$ cat src/rtl/conv_clock_divider_map.vh
// Register offsets, field positions, reset values and timing counts
`ifndef CONV_CLOCK_DIVIDER_MAP_VH
`define CONV_CLOCK_DIVIDER_MAP_VH
// Register byte addresses
`define CONV_CLOCK_DIVIDER_CTRL1_ADDR 12'h000
`define CONV_CLOCK_DIVIDER_CTRL2_ADDR 12'h004
`define CONV_CLOCK_DIVIDER_CTRL3_ADDR 12'h008
`define CONV_CLOCK_DIVIDER_INSEL_ADDR 12'h00C
`define CONV_CLOCK_DIVIDER_PINCFG_ADDR 12'h010
`define CONV_CLOCK_DIVIDER_SCAN_ADDR 12'h014
`define CONV_CLOCK_DIVIDER_STAT_ADDR 12'h018
// Control one fields
`define CONV_CLOCK_DIVIDER_C1_ON 15
`define CONV_CLOCK_DIVIDER_C1_TRIG_HI 7
`define CONV_CLOCK_DIVIDER_C1_TRIG_LO 5
`define CONV_CLOCK_DIVIDER_C1_AUTO 2
`define CONV_CLOCK_DIVIDER_C1_SAMPLE_BIT 1
`define CONV_CLOCK_DIVIDER_C1_DONE 0
`define CONV_CLOCK_DIVIDER_C1_WMASK 16'hA0E7
// Control two fields
`define CONV_CLOCK_DIVIDER_C2_REF_HI 15
`define CONV_CLOCK_DIVIDER_C2_REF_LO 13
`define CONV_CLOCK_DIVIDER_C2_SCAN 10
`define CONV_CLOCK_DIVIDER_C2_BUFFER_FILL_STATUS 7
`define CONV_CLOCK_DIVIDER_C2_SPI_HI 5
`define CONV_CLOCK_DIVIDER_C2_SPI_LO 2
`define CONV_CLOCK_DIVIDER_C2_BUFFER_SPLIT_MODE 1
`define CONV_CLOCK_DIVIDER_C2_ALTERNATE_MUX_MODE 0
`define CONV_CLOCK_DIVIDER_C2_WMASK 16'hE43F
// Control three fields
`define CONV_CLOCK_DIVIDER_C3_SRC 15
`define CONV_CLOCK_DIVIDER_C3_AUTO_SAMPLE_TIME_HI 12
`define CONV_CLOCK_DIVIDER_C3_AUTO_SAMPLE_TIME_LO 8
`define CONV_CLOCK_DIVIDER_C3_WMASK 16'h9FFF
// Input select writable bits
`define CONV_CLOCK_DIVIDER_INSEL_WMASK 16'h9F9F
// Trigger code for auto-convert
`define CONV_CLOCK_DIVIDER_TRIG_AUTO 3'h7
// Reset values
`define CONV_CLOCK_DIVIDER_RESET_VAL 16'h0000
// Conversion length in conversion clock periods; RC clock as a fixed pclk divide
`define CONV_CLOCK_DIVIDER_CONV_TAD 12
`define CONV_CLOCK_DIVIDER_RC_DIV 8
`endif

$ cat src/rtl/conv_clock_divider_ctrl.v
// Converter sequencing and configuration control with APB registers
// Function
// - Reference code picks converter reference pair
// - Scan enable replaces mux A positive input
// - Fill status shows half being written
// - Interrupt every sequences field plus one
// - Buffer mode splits into two halves
// - Alternate mode: A first, then B/A
// - Clock source bit picks RC or divider
// - Sample time counts conversion clock periods
// - Divider period is field plus one cycles
// - Negative select picks channel 1 or ref
// - Positive select codes map to channels
// - Mux A decodes same codes as B
// - Pin bits select digital or analog mode
// - Upper pin bits disable internal channels
// - Scan mask bits include matching channels
// - Auto trigger ends sampling after sample time
// - Auto-start resamples after each conversion
`timescale 1ns/1ps
`default_nettype none
`include "conv_clock_divider_map.vh"
module conv_clock_divider_ctrl #(
    parameter CONV_TAD = `CONV_CLOCK_DIVIDER_CONV_TAD,
    parameter RC_DIV = `CONV_CLOCK_DIVIDER_RC_DIV
) (
    // APB slave
    input wire pclk,
    input wire presetn,
    input wire psel,
    input wire penable,
    input wire pwrite,
    input wire [11:0] paddr,
    input wire [31:0] pwdata,
    output reg [31:0] prdata,
    output wire pready,
    output wire pslverr,
    // Converter core
    output reg [3:0] ref_select,
    output reg [4:0] pos_channel,
    output reg neg_is_ch1,
    output reg [15:0] channel_enable,
    output reg sample_hold,
    output reg convert_start,
    output reg [3:0] result_addr,
    output reg result_write,
    output reg conv_irq,
    input wire [9:0] core_result,
    // Pin configuration
    output reg [12:0] pin_digital_mode
);
    // Mode states, one-hot
    localparam ST_IDLE = 3'b001;
    localparam ST_SAMPLE_BIT = 3'b010;
    localparam ST_CONV = 3'b100;

    // Software registers
    reg [15:0] ctrl1;
    reg [15:0] ctrl2;
    reg [15:0] ctrl3;
    reg [15:0] insel;
    reg [15:0] pincfg;
    reg [15:0] scanmask;
    // Sequencer state
    reg [2:0] state;
    reg [7:0] div_cnt;
    reg tad_tick;
    reg [4:0] tad_cnt;
    reg [3:0] seq_cnt;
    reg use_b;
    reg [3:0] scan_idx;
    reg half;
    reg [2:0] fill_ptr;
    reg sample_bit_clr;
    reg sample_bit_set;
    reg done_set;
    reg [9:0] last_result;

    wire on = ctrl1[`CONV_CLOCK_DIVIDER_C1_ON];
    wire wr = psel & penable & pwrite;
    wire rd_sel = psel & ~penable & ~pwrite;
    wire [3:0] spi = ctrl2[`CONV_CLOCK_DIVIDER_C2_SPI_HI:`CONV_CLOCK_DIVIDER_C2_SPI_LO];
    wire [4:0] auto_sample_time = ctrl3[`CONV_CLOCK_DIVIDER_C3_AUTO_SAMPLE_TIME_HI:`CONV_CLOCK_DIVIDER_C3_AUTO_SAMPLE_TIME_LO];
    wire [2:0] trig = ctrl1[`CONV_CLOCK_DIVIDER_C1_TRIG_HI:`CONV_CLOCK_DIVIDER_C1_TRIG_LO];
    // RC clock modelled as a fixed divide, else the system clock divider
    wire [7:0] div_limit = ctrl3[`CONV_CLOCK_DIVIDER_C3_SRC] ? RC_DIV[7:0] - 8'h01 : ctrl3[7:0];

    // Always ready, no wait states
    assign pready = 1'b1;
    assign pslverr = 1'b0;

    // Positive select code to implemented-channel flag
    function code_ok;
        input [4:0] c;
        begin
            code_ok = (c <= 5'h0F) | (c == 5'h1F);
        end
    endfunction

    // Next enabled channel above a given index in the scan mask
    function [3:0] next_scan;
        input [15:0] m;
        input [3:0] from;
        input first;
        integer i;
        reg found;
        begin
            next_scan = 4'h0;
            found = 1'b0;
            // Downward walk: every bit above the start is seen before any below it
            for (i = 15; i >= 0; i = i - 1) begin
                if (m[i] && (first || i > from)) begin
                    next_scan = i[3:0];
                    found = 1'b1;
                end else if (m[i] && !found) begin
                    // Wrap to lowest when nothing is above
                    next_scan = i[3:0];
                end
            end
        end
    endfunction

    // Register writes; hardware set of sample bit beats software
    always @(posedge pclk or negedge presetn) begin
        if (!presetn) begin
            ctrl1 <= `CONV_CLOCK_DIVIDER_RESET_VAL;
            ctrl2 <= `CONV_CLOCK_DIVIDER_RESET_VAL;
            ctrl3 <= `CONV_CLOCK_DIVIDER_RESET_VAL;
            insel <= `CONV_CLOCK_DIVIDER_RESET_VAL;
            pincfg <= `CONV_CLOCK_DIVIDER_RESET_VAL;
            scanmask <= `CONV_CLOCK_DIVIDER_RESET_VAL;
        end else begin
            if (wr && paddr == `CONV_CLOCK_DIVIDER_CTRL1_ADDR) begin
                ctrl1 <= pwdata[15:0] & `CONV_CLOCK_DIVIDER_C1_WMASK;
            end else if (wr && paddr == `CONV_CLOCK_DIVIDER_CTRL2_ADDR) begin
                ctrl2 <= pwdata[15:0] & `CONV_CLOCK_DIVIDER_C2_WMASK;
            end else if (wr && paddr == `CONV_CLOCK_DIVIDER_CTRL3_ADDR) begin
                ctrl3 <= pwdata[15:0] & `CONV_CLOCK_DIVIDER_C3_WMASK;
            end else if (wr && paddr == `CONV_CLOCK_DIVIDER_INSEL_ADDR) begin
                insel <= pwdata[15:0] & `CONV_CLOCK_DIVIDER_INSEL_WMASK;
            end else if (wr && paddr == `CONV_CLOCK_DIVIDER_PINCFG_ADDR) begin
                pincfg <= pwdata[15:0];
            end else if (wr && paddr == `CONV_CLOCK_DIVIDER_SCAN_ADDR) begin
                scanmask <= pwdata[15:0];
            end
            // Hardware updates after software so set wins
            if (sample_bit_clr) begin
                ctrl1[`CONV_CLOCK_DIVIDER_C1_SAMPLE_BIT] <= 1'b0;
            end
            if (sample_bit_set) begin
                ctrl1[`CONV_CLOCK_DIVIDER_C1_SAMPLE_BIT] <= 1'b1;
            end
            if (done_set) begin
                ctrl1[`CONV_CLOCK_DIVIDER_C1_DONE] <= 1'b1;
            end
        end
    end

    // Read data registered in setup phase, held into access phase
    always @(posedge pclk or negedge presetn) begin
        if (!presetn) begin
            prdata <= 32'h0000_0000;
        end else if (rd_sel) begin
            if (paddr == `CONV_CLOCK_DIVIDER_CTRL1_ADDR) begin
                prdata <= {16'h0000, ctrl1};
            end else if (paddr == `CONV_CLOCK_DIVIDER_CTRL2_ADDR) begin
                prdata <= {16'h0000, ctrl2[15:8], half, ctrl2[6:0]};
            end else if (paddr == `CONV_CLOCK_DIVIDER_CTRL3_ADDR) begin
                prdata <= {16'h0000, ctrl3};
            end else if (paddr == `CONV_CLOCK_DIVIDER_INSEL_ADDR) begin
                prdata <= {16'h0000, insel};
            end else if (paddr == `CONV_CLOCK_DIVIDER_PINCFG_ADDR) begin
                prdata <= {16'h0000, pincfg};
            end else if (paddr == `CONV_CLOCK_DIVIDER_SCAN_ADDR) begin
                prdata <= {16'h0000, scanmask};
            end else if (paddr == `CONV_CLOCK_DIVIDER_STAT_ADDR) begin
                // Sample/convert state in 17:16, last result in 9:0
                prdata <= {14'h0000, state[2:1], 6'h00, last_result};
            end else begin
                prdata <= 32'h0000_0000; // Unmapped reads zero
            end
        end
    end

    // Conversion clock tick: divider from pclk or fixed RC divider
    always @(posedge pclk or negedge presetn) begin
        if (!presetn) begin
            div_cnt <= 8'h00;
            tad_tick <= 1'b0;
        end else if (div_cnt >= div_limit) begin
            // Period is the limit plus one clocks
            div_cnt <= 8'h00;
            tad_tick <= 1'b1;
        end else begin
            div_cnt <= div_cnt + 8'h01;
            tad_tick <= 1'b0;
        end
    end

    // Static mux, reference and pin decode
    always @* begin
        case (ctrl2[`CONV_CLOCK_DIVIDER_C2_REF_HI:`CONV_CLOCK_DIVIDER_C2_REF_LO])
            3'h1: ref_select = 4'b0110;
            3'h2: ref_select = 4'b1001;
            3'h3: ref_select = 4'b0101;
            default: ref_select = 4'b1010; // 000 and 1xx
        endcase
        if (use_b && ctrl2[`CONV_CLOCK_DIVIDER_C2_ALTERNATE_MUX_MODE]) begin
            pos_channel = code_ok(insel[12:8]) ? insel[12:8] : 5'h00;
            neg_is_ch1 = insel[15];
        end else begin
            if (ctrl2[`CONV_CLOCK_DIVIDER_C2_SCAN]) begin
                // Index equals select code; 13 to 15 are internal channels
                pos_channel = {1'b0, scan_idx};
            end else begin
                pos_channel = code_ok(insel[4:0]) ? insel[4:0] : 5'h00;
            end
            neg_is_ch1 = insel[7];
        end
        channel_enable = {~pincfg[15:13], ~pincfg[12:0]};
        pin_digital_mode = pincfg[12:0];
    end

    // Sample/convert sequencer
    always @(posedge pclk or negedge presetn) begin
        if (!presetn) begin
            state <= ST_IDLE;
            tad_cnt <= 5'h00;
            seq_cnt <= 4'h0;
            use_b <= 1'b0;
            scan_idx <= 4'h0;
            half <= 1'b0;
            fill_ptr <= 3'h0;
            sample_hold <= 1'b0;
            convert_start <= 1'b0;
            result_addr <= 4'h0;
            result_write <= 1'b0;
            conv_irq <= 1'b0;
            sample_bit_clr <= 1'b0;
            sample_bit_set <= 1'b0;
            done_set <= 1'b0;
            last_result <= 10'h000;
        end else begin
            convert_start <= 1'b0;
            result_write <= 1'b0;
            conv_irq <= 1'b0;
            sample_bit_clr <= 1'b0;
            sample_bit_set <= 1'b0;
            done_set <= 1'b0;
            case (state)
                ST_IDLE: begin
                    sample_hold <= 1'b0;
                    if (!on) begin
                        seq_cnt <= 4'h0;
                        use_b <= 1'b0;
                        half <= 1'b0;
                        fill_ptr <= 3'h0;
                        scan_idx <= next_scan(scanmask, 4'h0, 1'b1);
                    end else if (ctrl1[`CONV_CLOCK_DIVIDER_C1_SAMPLE_BIT]) begin
                        state <= ST_SAMPLE_BIT;
                        tad_cnt <= 5'h00;
                        sample_hold <= 1'b1;
                    end
                end
                ST_SAMPLE_BIT: begin
                    if (!on) begin
                        state <= ST_IDLE;
                    end else if (trig == `CONV_CLOCK_DIVIDER_TRIG_AUTO) begin
                        // Internal counter ends sampling
                        if (tad_cnt >= auto_sample_time) begin
                            state <= ST_CONV;
                            tad_cnt <= 5'h00;
                            sample_hold <= 1'b0;
                            convert_start <= 1'b1;
                            sample_bit_clr <= 1'b1;
                        end else if (tad_tick) begin
                            tad_cnt <= tad_cnt + 5'h01;
                        end
                    end else if (!ctrl1[`CONV_CLOCK_DIVIDER_C1_SAMPLE_BIT] && !sample_bit_set) begin
                        // Software clear ends sampling; auto-set lands a cycle late
                        state <= ST_CONV;
                        tad_cnt <= 5'h00;
                        sample_hold <= 1'b0;
                        convert_start <= 1'b1;
                    end
                end
                ST_CONV: begin
                    if (!on) begin
                        state <= ST_IDLE;
                    end else if (tad_tick && tad_cnt == CONV_TAD[4:0] - 5'h01) begin
                        // Store result in active half or whole buffer
                        result_write <= 1'b1;
                        last_result <= core_result;
                        done_set <= 1'b1;
                        if (ctrl2[`CONV_CLOCK_DIVIDER_C2_BUFFER_SPLIT_MODE]) begin
                            result_addr <= {half, fill_ptr};
                            fill_ptr <= fill_ptr + 3'h1;
                        end else begin
                            result_addr <= {fill_ptr == 3'h7 ? ~half : half, fill_ptr};
                            fill_ptr <= fill_ptr + 3'h1;
                            if (fill_ptr == 3'h7) begin
                                half <= ~half;
                            end
                        end
                        use_b <= ctrl2[`CONV_CLOCK_DIVIDER_C2_ALTERNATE_MUX_MODE] ? ~use_b : 1'b0;
                        if (seq_cnt == spi) begin
                            conv_irq <= 1'b1;
                            seq_cnt <= 4'h0;
                            scan_idx <= next_scan(scanmask, 4'h0, 1'b1);
                            use_b <= 1'b0;
                            fill_ptr <= 3'h0;
                            if (ctrl2[`CONV_CLOCK_DIVIDER_C2_BUFFER_SPLIT_MODE]) begin
                                half <= ~half;
                            end else begin
                                half <= 1'b0;
                            end
                        end else begin
                            seq_cnt <= seq_cnt + 4'h1;
                            if (!use_b || !ctrl2[`CONV_CLOCK_DIVIDER_C2_ALTERNATE_MUX_MODE]) begin
                                scan_idx <= next_scan(scanmask, scan_idx, 1'b0);
                            end
                        end
                        if (ctrl1[`CONV_CLOCK_DIVIDER_C1_AUTO]) begin
                            state <= ST_SAMPLE_BIT;
                            tad_cnt <= 5'h00;
                            sample_hold <= 1'b1;
                            sample_bit_set <= 1'b1;
                        end else begin
                            state <= ST_IDLE;
                        end
                    end else if (tad_tick) begin
                        tad_cnt <= tad_cnt + 5'h01;
                    end
                end
                default: state <= ST_IDLE;
            endcase
        end
    end
endmodule
`default_nettype wire

$ cat config.mk
export PLATFORM = sky130hd
export DESIGN_NAME = conv_clock_divider_ctrl
export DESIGN_NICKNAME = d
export VERILOG_FILES = /design/src/rtl/conv_clock_divider_ctrl.v
export VERILOG_INCLUDE_DIRS = /design/src /design/src/rtl
export SDC_FILE = /design/constraint.sdc
export NUM_CORES = 1
export LEC_CHECK = 0
export ABC_AREA = 1
export BUFFER_PORTS_ARGS = -buffer_cell sky130_fd_sc_hd__buf_4
export CAP_MARGIN = 30
export CORE_MARGIN = 4
export CORE_UTILIZATION = 40
export CTS_CLUSTER_DIAMETER = 50
export DETAILED_ROUTE_END_ITERATION = 8
export PLACE_DENSITY = 0.59
export SYNTH_ARGS = -nofsm -noshare
export SYNTH_HDL_FRONTEND = slang
export SYNTH_SLANG_ARGS = --single-unit
$ cat constraint.sdc
create_clock -name pclk -period 2 [get_ports pclk]
set_input_delay 0.2 -clock pclk [delete_from_list [all_inputs] [get_ports pclk]]
set_output_delay 0.2 -clock pclk [all_outputs]
set_load 0.02 [all_outputs]
; ---- After elaboration in Yosys (flattened, before gate mapping)
; Cells that the tools add are included.
[totals]
wordCells = 635
mem_count = 0
latchBits = 0
ramBits = 0
rom_bits = 0
reg_bits = 158
inputBits = 59
[op_classes]
div = 0
eq_ne = 33
n_bitwise = 17
addsub = 4
multipliers = 0
reduce_logical = 136
order_cmp = 19
n_mux = 400
shift = 0
[op_table]
columns = cell, count
row1 = 4-bit two-way mux, 101
row2 = 1-bit two-way mux, 253
row3 = 18-bit two-way mux, 7
row4 = 5-bit two-way mux, 14
row5 = 1-bit logical AND, 69
row6 = 1-bit zero test, 49
row7 = "12-bit by 5-bit == test with 1-bit output, second input constant", 3
row8 = 3-bit two-way mux, 12
row9 = "4-bit > comparator, first input constant", 8
row10 = "12-bit by 4-bit == test with 1-bit output, second input constant", 2
row11 = 5-bit AND reduction, 4
row12 = "3-bit inequality test, second input constant", 6
row13 = "3-bit by 4-bit > comparator with 1-bit output, first input constant", 4
row14 = 8-bit two-way mux, 2
row15 = 4-bit case mux with 2 select lines, 2
row16 = 5-bit case mux with 3 select lines, 1
row17 = "2-bit inequality test, second input constant", 7
row18 = 7-bit AND reduction, 2
row19 = 13-bit inverter, 1
row20 = "12-bit by 3-bit == test with 1-bit output, second input constant", 1
row21 = 12-bit zero test, 1
row22 = 4-bit case mux with 3 select lines, 1
row23 = "5-bit == test, second input constant", 2
row24 = "5-bit by 4-bit less-or-equal comparator with 1-bit output, second input constant", 2
row25 = other kinds (30), 55

; ---- Depth between registers and ports, before layout
; Gate-level depths: netlist of run 1.
[logic_depth]
depth_word = 100
ltp_mapped = 20
depth_no_buf = 20

; ---- Worst setup path before layout of run 1
; OpenSTA, ideal clock, no wires.
[synth_path]
kind = register to register
startpoint = register ctrl3[15]
endpoint = register div_cnt[2]
setup_slack_ps = -21
t_arrival_ps = 1932
n_path_buf = 0
synth_period_minus_slack_ps = 2021
stages_incl_launch_ff = 13
t_required_ps = 1911
setup_ps = 89
cell_sequence = dfrtp_1 inv_1 nand2_1 ha_1 inv_1 a21boi_0 o21a_1 o21a_1 o211ai_1 nand2_1 a21oi_1 o21bai_1 nor3b_1
[synth_via]
elab_chain_len = 3
[synth_lines]
columns = element, line
row1 = "start, declared", conv_clock_divider_ctrl.v:60  ; reg [15:0] ctrl3;
row2 = "start signal, assigned", conv_clock_divider_ctrl.v:128  ; ctrl3 <= `CONV_CLOCK_DIVIDER_RESET_VAL;
row3 = "start signal, assigned", conv_clock_divider_ctrl.v:138  ; ctrl3 <= pwdata[15:0] & `CONV_CLOCK_DIVIDER_C3_WMASK;
row4 = 8-bit two-way mux, conv_clock_divider_ctrl.v:86  ; wire [7:0] div_limit = ctrl3[`CONV_CLOCK_DIVIDER_C3_SRC] ? RC_DIV[7:0] - 8'h01 : ctrl3[7:0];
row5 = 8-bit >= comparator, conv_clock_divider_ctrl.v:190  ; end else if (div_cnt >= div_limit) begin
row6 = 8-bit two-way mux, conv_clock_divider_ctrl.v:190
row7 = "end signal, assigned", conv_clock_divider_ctrl.v:195  ; div_cnt <= div_cnt + 8'h01;
row8 = "end, declared", conv_clock_divider_ctrl.v:66  ; reg [7:0] div_cnt;
; No other way between the ends.
; A chain may end at the register's enable or synchronous reset.

; ---- Worst setup path in the final report of run 1
[layout_path]
startpoint = register ctrl3[15]
endpoint = register div_cnt[4]
; The elaborated chain is that of the path after synthesis.

==> impl_results.md, run 1 <==
* Longest Clk Path Bufs at 2
* RSZ-0062 raised after global routing: yes
* Share of cells above drive strength 1 at around 28%
* Area delta synth->final at 37.66%
* DIE WIDTH at 148.8 um
* Worst r2r src: ctrl3[15]
* Syn Area/Cell at 7.656 um^2
* DR vias/cell at 4.995
* P_leak at between 5 and 6 nW
* HPWL after DPL at 19.80 mm
* Clk_skew at 11.00 ps
* Vias at 7607
* Layout net count at around 1300
* Relative slew slack at between 50% and 60%
* Final instance area at 10920 um^2
* YS warnings at 0
* Worst r2r dst: div_cnt[4]
* Starting Density at roughly 41%
* Worst reg2reg path depth at 10
* Wire per inst at approximately 17 um
* Worst setup path class: reg2reg
* Netlist cell types at 49
* Synth top cells by count: nand2_1 (228), inv_1 (173), dfrtp_1 (143)
* Die ar. at 22150 um^2
* Clock share of power at 44.5%
* Hold path depth at 3
* Final setup fails at 11
* Most frequent cell after synthesis: nand2_1
* CP arrival at between 2000 and 2500 ps
* Area contributors post-synth: dfrtp_1 (45%), nand2_1 (11%), o21ai_0 (8.6%)
* Total Wirelength at between 20 and 30 mm
* CTS buffer count at 17
* Hold Crit Start: core_result[6]
* DR pass1 iterations at 5
* TritonCTS clock tree: done
* Switching portion of total power at about 28%
* Post-synthesis sequential area ratio at 45.45%
* FP Rows at 51
* Routability cong. at 0.9357
* Initial DRC count at 499
* DRC viols at 0
* Status: finished with violations
* Combinational share of power at 17.0%
* CTS root buffer: clkbuf_16
* Critical Path RT at 2340 ps
* CP max FO at 5
* First-pass GRT wire length at 40.17 mm
* Failing checks: setup timing
* Worst setup EP type: flop
* Net switching power at 0.002249 W
* Slew Limit Fails at 0
* FFs w/ async S/R, synth at 100.0%
* Peak supply drop at 0.5914 mV
* Reg2reg setup slack at -130 ps
* Total GRT Usage at a little under a quarter
* Yosys reg bits at 144
* Post-layout min period at 2132 ps
* Predominant post-synthesis flop cell: dfrtp_1
* Final TNS setup at -932.7 ps
* Area post-placement at a little under 10000 um^2
* Post-synth EDFFs at 0
* Startpoint type of the worst setup path: flop
* Clock Latency Late Sink at 420 ps
* # Max-Cap Violations at 0
* Worst Tran Pin Value at 654.1 ps
* TritonCTS Sinks at 144
* Synth top area share at between 40% and 50%
* Sequential power share at 38.5%
* Hold_ws at ~7 ps
* FMAX at 0.4690 GHz
* Final Hold Viols at 0
* Post-route ant nets at 0
* Cell taking the most area after synthesis: dfrtp_1
* Hold Path Class: in2reg
* Pwr per Cell Area at between 700 and 800 nW/um^2
* Syn Inst Count at a little over 1000
* Largest net degree at the start of global routing at 44
* Vias in the first global route at around 7300
* Pwr Total at 0.008167 W
* Post-route setup slack at -132.3 ps
* Fin crit share at 106.6%
* IO Port Bufs at 107
* Height of the die at 148.8 um
* Antenna violations before repair at 1
* Clock-pin transition on the worst setup and hold timing paths at 60 ps
* Io pins at 140
* Core area at 19460 um^2
* Hold EP: last_result[6]
* CTS H-tree lvls at 4
* Cell Int Power at 0.005918 W
* N_diodes at 0
* Post-Syn Area at 7931 um^2
* GR Overflow Total at 0
[per-layer routing]
| layer | vias to the layer above | global-route usage [%] | wire, um |
|---|---|---|---|
| met5 | - | 0 | 0 |
| li1 | 3769 | - | - |
| met1 | 3560 | 32.92 | 11670 |
| met3 | 35 | 4.527 | 1504 |
| met4 | 0 | 8.604 | 646 |
| met2 | 243 | 36.99 | 12330 |
[state kept, by name, summed over array words and instances, names as in the netlist, 4 cells and up]
signal	count
scanmask	16
result_addr	4
prdata	18
ctrl3	14
ctrl1	8
pincfg	16
scan_idx	4
last_result	10
seq_cnt	4
ctrl2	10
tad_cnt	5
insel	12
div_cnt	8
[worst max-delay path: stages, from the launching register on]
cell and delay, ps:
dfrtp_1 420, nor2_2 130, ha_1 230, a21boi_1 130
o21a_1 160, o21a_1 170, o211ai_1 190, nand2_1 140
a21oi_4 190, o21bai_4 120, nor3b_2 190
[kinds of logic (layout without fill, tap and decap cells)]
group	after synthesis	count (layout)	synth area share [%]
and+or+nand+nor	399	399	21.42
AOI/OAI and AO/OA	240	241	17.20
buffers and inverters	225	432	12.12
DFF	144	144	45.45
adders and majority gates	18	18	2.840
xor gates and xnor gates	8	8	0.8835
other	2	16	0.09469
[placed cells by master, fill, tap and decap left out, types with 16 or more instances in the layout]
cell / n
nor3_1: 18
o21ai_0: 129
a21oi_1: 35
inv_1: 152
dfrtp_1: 139
buf_4: 205
clkbuf_16: 17
conb_1: 16
nand3_1: 36
inv_2: 19
nand2_1: 214
nor2_1: 61
[stage by stage]
| stage | utilization [%] | instances | worst slack [ps] |
|---|---|---|---|
| finish | 56.10 | 1523 | -132.3 |
| global route | 56.10 | 1523 | -236.3 |
| CTS | 54.25 | 1516 | -135.4 |
| detailed placement | 49.44 | 1472 | -113.8 |
| global placement | 49.44 | 1472 | -74.28 |
| floorplan | - | 1050 | 3.265 |
[worst max-delay path by stage]
stage / start / to / slack, ps / depth (start not counted)
5_1_grt: scan_idx[0] / scan_idx[0] / -240 / 20
2_1_floorplan: ctrl3[15] / div_cnt[2] / 3 / 12
3_5_place_dp: ctrl3[15] / div_cnt[2] / -110 / 12
4_1_cts: ctrl3[15] / div_cnt[6] / -140 / 13
6_report: ctrl3[15] / div_cnt[4] / -130 / 10
3_3_place_gp: scan_idx[1] / scan_idx[3] / -70 / 13
[layout make-up]
class,instances,area (um^2)
fillers,1867,8544
repair buffers,227,1807
clock buffers,18,439.2
well taps,265,331.6
flip-flops and latches,144,3610
multi-input cells,682,3837
inverters,175,663.1
clock inverters,12,230.2
[power by group through the flow]
| stage | logic [W] | registers, W | clock network [W] |
|---|---|---|---|
| 4_1_cts | 0.00122 | 0.00313 | 0.00369 |
| 3_5_place_dp | 0.00115 | 0.00317 | 0 |
| 6_report | 0.00138 | 0.00315 | 0.00364 |
| 5_1_grt | 0.00152 | 0.00316 | 0.00382 |
| 3_3_place_gp | 0.00115 | 0.00317 | 0 |
| 2_1_floorplan | 0.000618 | 0.00316 | 0 |
[repair_timing]
action,CTS,global route
gates cloned,1,1
endpoints found under the hold margin,38,0
setup buffers,6,6
endpoints found under the setup margin,26,38
pin swaps,7,22
hold buffers,7,0
resized for setup,34,92
(Power assumes the default switching activity.)
==> inputs of run 2 (changes only) <==
CTS_CLUSTER_SIZE = 28   (was not set)
PLACE_DENSITY = 0.56   (was 0.59)
clock period = 2.65 ns   (was 2 ns; I/O delays follow)
==> run 2 against run 1 <==
The flow now finishes without violations. Setup slack improved by 440 ps. Via count fell by 6.4%. Routed wire length is 6.9% lower. Final area decreased by 13%. Sequential share of layout area increased by 4.8 points. Final cell count shrank 6.5%. Core utilization shrank 7.1 points. Maximum frequency decreased by 8.8%. Clock skew increased by 2.2 ps. Critical path type unchanged. Largest cell class is now sequential cells. Largest power group is now registers.
==> impl_results.md, run 2 (synthesis results as in run 1) <==
* Clock-pin transition on the worst setup and hold timing paths at 60 ps
* Finished Layout Cells at ~1400
* Placed Cells at 1392
* CTS H-tree lvls at 4
* Critical Path RT at ~3000 ps
* Reg2reg setup slack at 310 ps
* Worst Tran Pin Value at 784.2 ps
* Die ar. at 22150 um^2
* TritonCTS Sinks at 144
* Crit path from: scan_idx[3]
* First-pass GRT wire length at 37.92 mm
* Final Hold Viols at 0
* M3 GR Usage at 4.801%
* Clk_skew at 13.18 ps
* Commonest non-fill, non-tap cells in the layout: nand2_1 (228), inv_1 (173), dfrtp_1 (143), o21ai_0 (136), buf_4 (125)
* Worst reg2reg path depth at 13
* Post-layout min period at 2338 ps
* Clock Latency Late Sink at 430 ps
* Hold path depth at 3
* Net switching power at ~0.0015 W
* Leading registers by flop count: prdata x18, pincfg x16, scanmask x16
* Fill count at between 1500 and 2000
* Post-route setup slack at roughly 310 ps
* Routability cong. at 0.9096
* DR vias/cell at roughly 5.0
* Hold Path Class: in2reg
* Startpoint type of the worst setup path: flop
* Combinational share of power at 14.0%
* Area delta synth->final at 20.11%
* CP Capture Point: scan_idx[3]
* Sequential power share at 44.7%
* Grt peak-use layer: met2
* Antenna violations before repair at 0
* Clock share of power at 41.3%
* Status: finished, final reports clean
* Most common cell after layout, fill and taps aside: nand2_1
* Total Wirelength at 24.34 mm
* Vias in the first global route at 6756
* Largest reg by FF count: prdata
* Hold_ws at 48.99 ps
* Peak per-stage delay on the critical path at 520 ps
* CP cell instances: nand2_4 > o21ai_1 > nand4_2 > nor2_4 > nand4_2 > nor2_2 > nand2_1 > nor2_1 > nand2_1 > nand2_1 > inv_1 > nand4_1 > a22oi_2
* Io pins at 140
* CP arrival at 2630 ps
* FP Rows at slightly above 50
* Pwr Total at 0.005318 W
* Fin crit share at 88.21%
* Worst r2r dst: scan_idx[3]
* Slowest cell on the critical path: dfrtp_1
* CP Depth at 13
* Worst r2r src: scan_idx[3]
* Starting Density at between 40 and 50%
* Total GRT Usage at 22.39%
* CTS root buffer: clkbuf_16
* Slew Limit Fails at 0
* N_diodes at 0
* Area occupied by multi-input gates at 3418 um^2
* Switching portion of total power at 29.00%
* Max reg flops at 18
* FMAX at 0.4278 GHz
* Layout net count at 1224
* RSZ-0062 raised after global routing: no
* Share of cells above drive strength 1 at 14.50%
* IO Port Bufs at roughly 110
* CP max FO at 8
* WP buf/inv at 1
* Cell repeated most along the worst path: nand2_1
* Vias at 7123
* GR Overflow Total at 0
* Crit path max-delay family: simple AND/OR/NAND/NOR gates
* Final setup fails at 0
* DR pass1 iterations at 6
* M2 GR Usage at 35.10%
* Post_cts resized at 0
* Dpl ws at 257.0 ps
* Sequential cell area at 3605 um^2
* Relative slew slack at 47.59%
* Worst setup EP type: flop
* Pwr per Cell Area at about 560 nW/um^2
* TritonCTS clock tree: done
* Post-route ant nets at 0
* Final TNS setup at 0 ps
* Height of the die at around 150 um
* # Max-Cap Violations at 0
* DRC viols at 0
* Met1 Usage GRT at around a third
* Cell Int Power at 0.003776 W
* P_leak at approximately 4.6 nW
* CTS buffer count at 17
* Largest net degree at the start of global routing at 56
* DIE WIDTH at 148.8 um
* Worst setup path class: reg2reg
* Longest Clk Path Bufs at 2
* HPWL after DPL at 18.89 mm
* Peak supply drop at 0.4748 mV
* Wire per inst at 17.09 um
* Initial DRC count at 481
* Core area at roughly 19000 um^2
-- run 2: cell count changes in the layout (fill, tap and decap cells not counted), sizes merged --
| cell | change |
|---|---|
| clkbuf | +4 |
| bufinv | -6 |
| buf | -93 |
| clkinvlp | +2 |
| inv | -2 |
| dlygate4sd3 | -6 |
| clkinv | +3 |
| o21bai | -1 |
-- run 2: through the flow --
stage | utilization (%) | cell area, um^2
2_1_floorplan | - | 7984
3_3_place_gp | 46.15 | 8981
3_5_place_dp | 46.15 | 8981
4_1_cts | 48.95 | 9527
5_1_grt | 48.95 | 9527
6_report | 48.95 | 9527
-- run 2: power by group through the flow --
| stage | sequential, W | clock, W | combinational, W |
|---|---|---|---|
| detailed placement | 0.00241 | 0 | 0.000742 |
| floorplan | 0.00238 | 0 | 0.000467 |
| CTS | 0.00238 | 0.00223 | 0.000744 |
| global placement | 0.00242 | 0 | 0.000734 |
| finish | 0.00238 | 0.00220 | 0.000744 |
| global route | 0.00239 | 0.00233 | 0.000830 |
-- run 2: layer usage --
| metal | vias up | wire length (um) |
|---|---|---|
| li1 | 3565 | - |
| met1 | 3306 | 11300 |
| met2 | 226 | 11070 |
| met3 | 26 | 1491 |
| met4 | 0 | 481 |
| met5 | - | 0 |
-- run 2: cell type report --
| class | count | area share [%] |
|---|---|---|
| Tap cell | 265 | 3.480 |
| Sequential cell | 144 | 37.84 |
| Clock buffer | 22 | 4.978 |
| Multi-Input combinational cell | 681 | 35.88 |
| Inverter | 175 | 6.895 |
| Timing Repair Buffer | 128 | 10.28 |
| Clock inverter | 9 | 0.6436 |
-- run 2: how the worst min path moves through the flow --
stage	slack (ps)	end	start
floorplan	-30	conv_irq	presetn
detailed placement	260	scanmask[8]	presetn
global placement	270	scanmask[8]	presetn
finish	50	last_result[8]	core_result[8]
global route	40	last_result[8]	core_result[8]
CTS	30	last_result[8]	core_result[8]
-- run 2: worst min-delay path, stage by stage --
cell     delay [ps]
buf_4            80
nand2_1          40
o21ai_0          60
-- run 2: repair_timing --
item / CTS / global route
endpoints found under the setup margin: 0 / 0
hold buffers: 1 / 0
buffers inserted: 0 / 0
hold endpoints to repair: 49 / 0
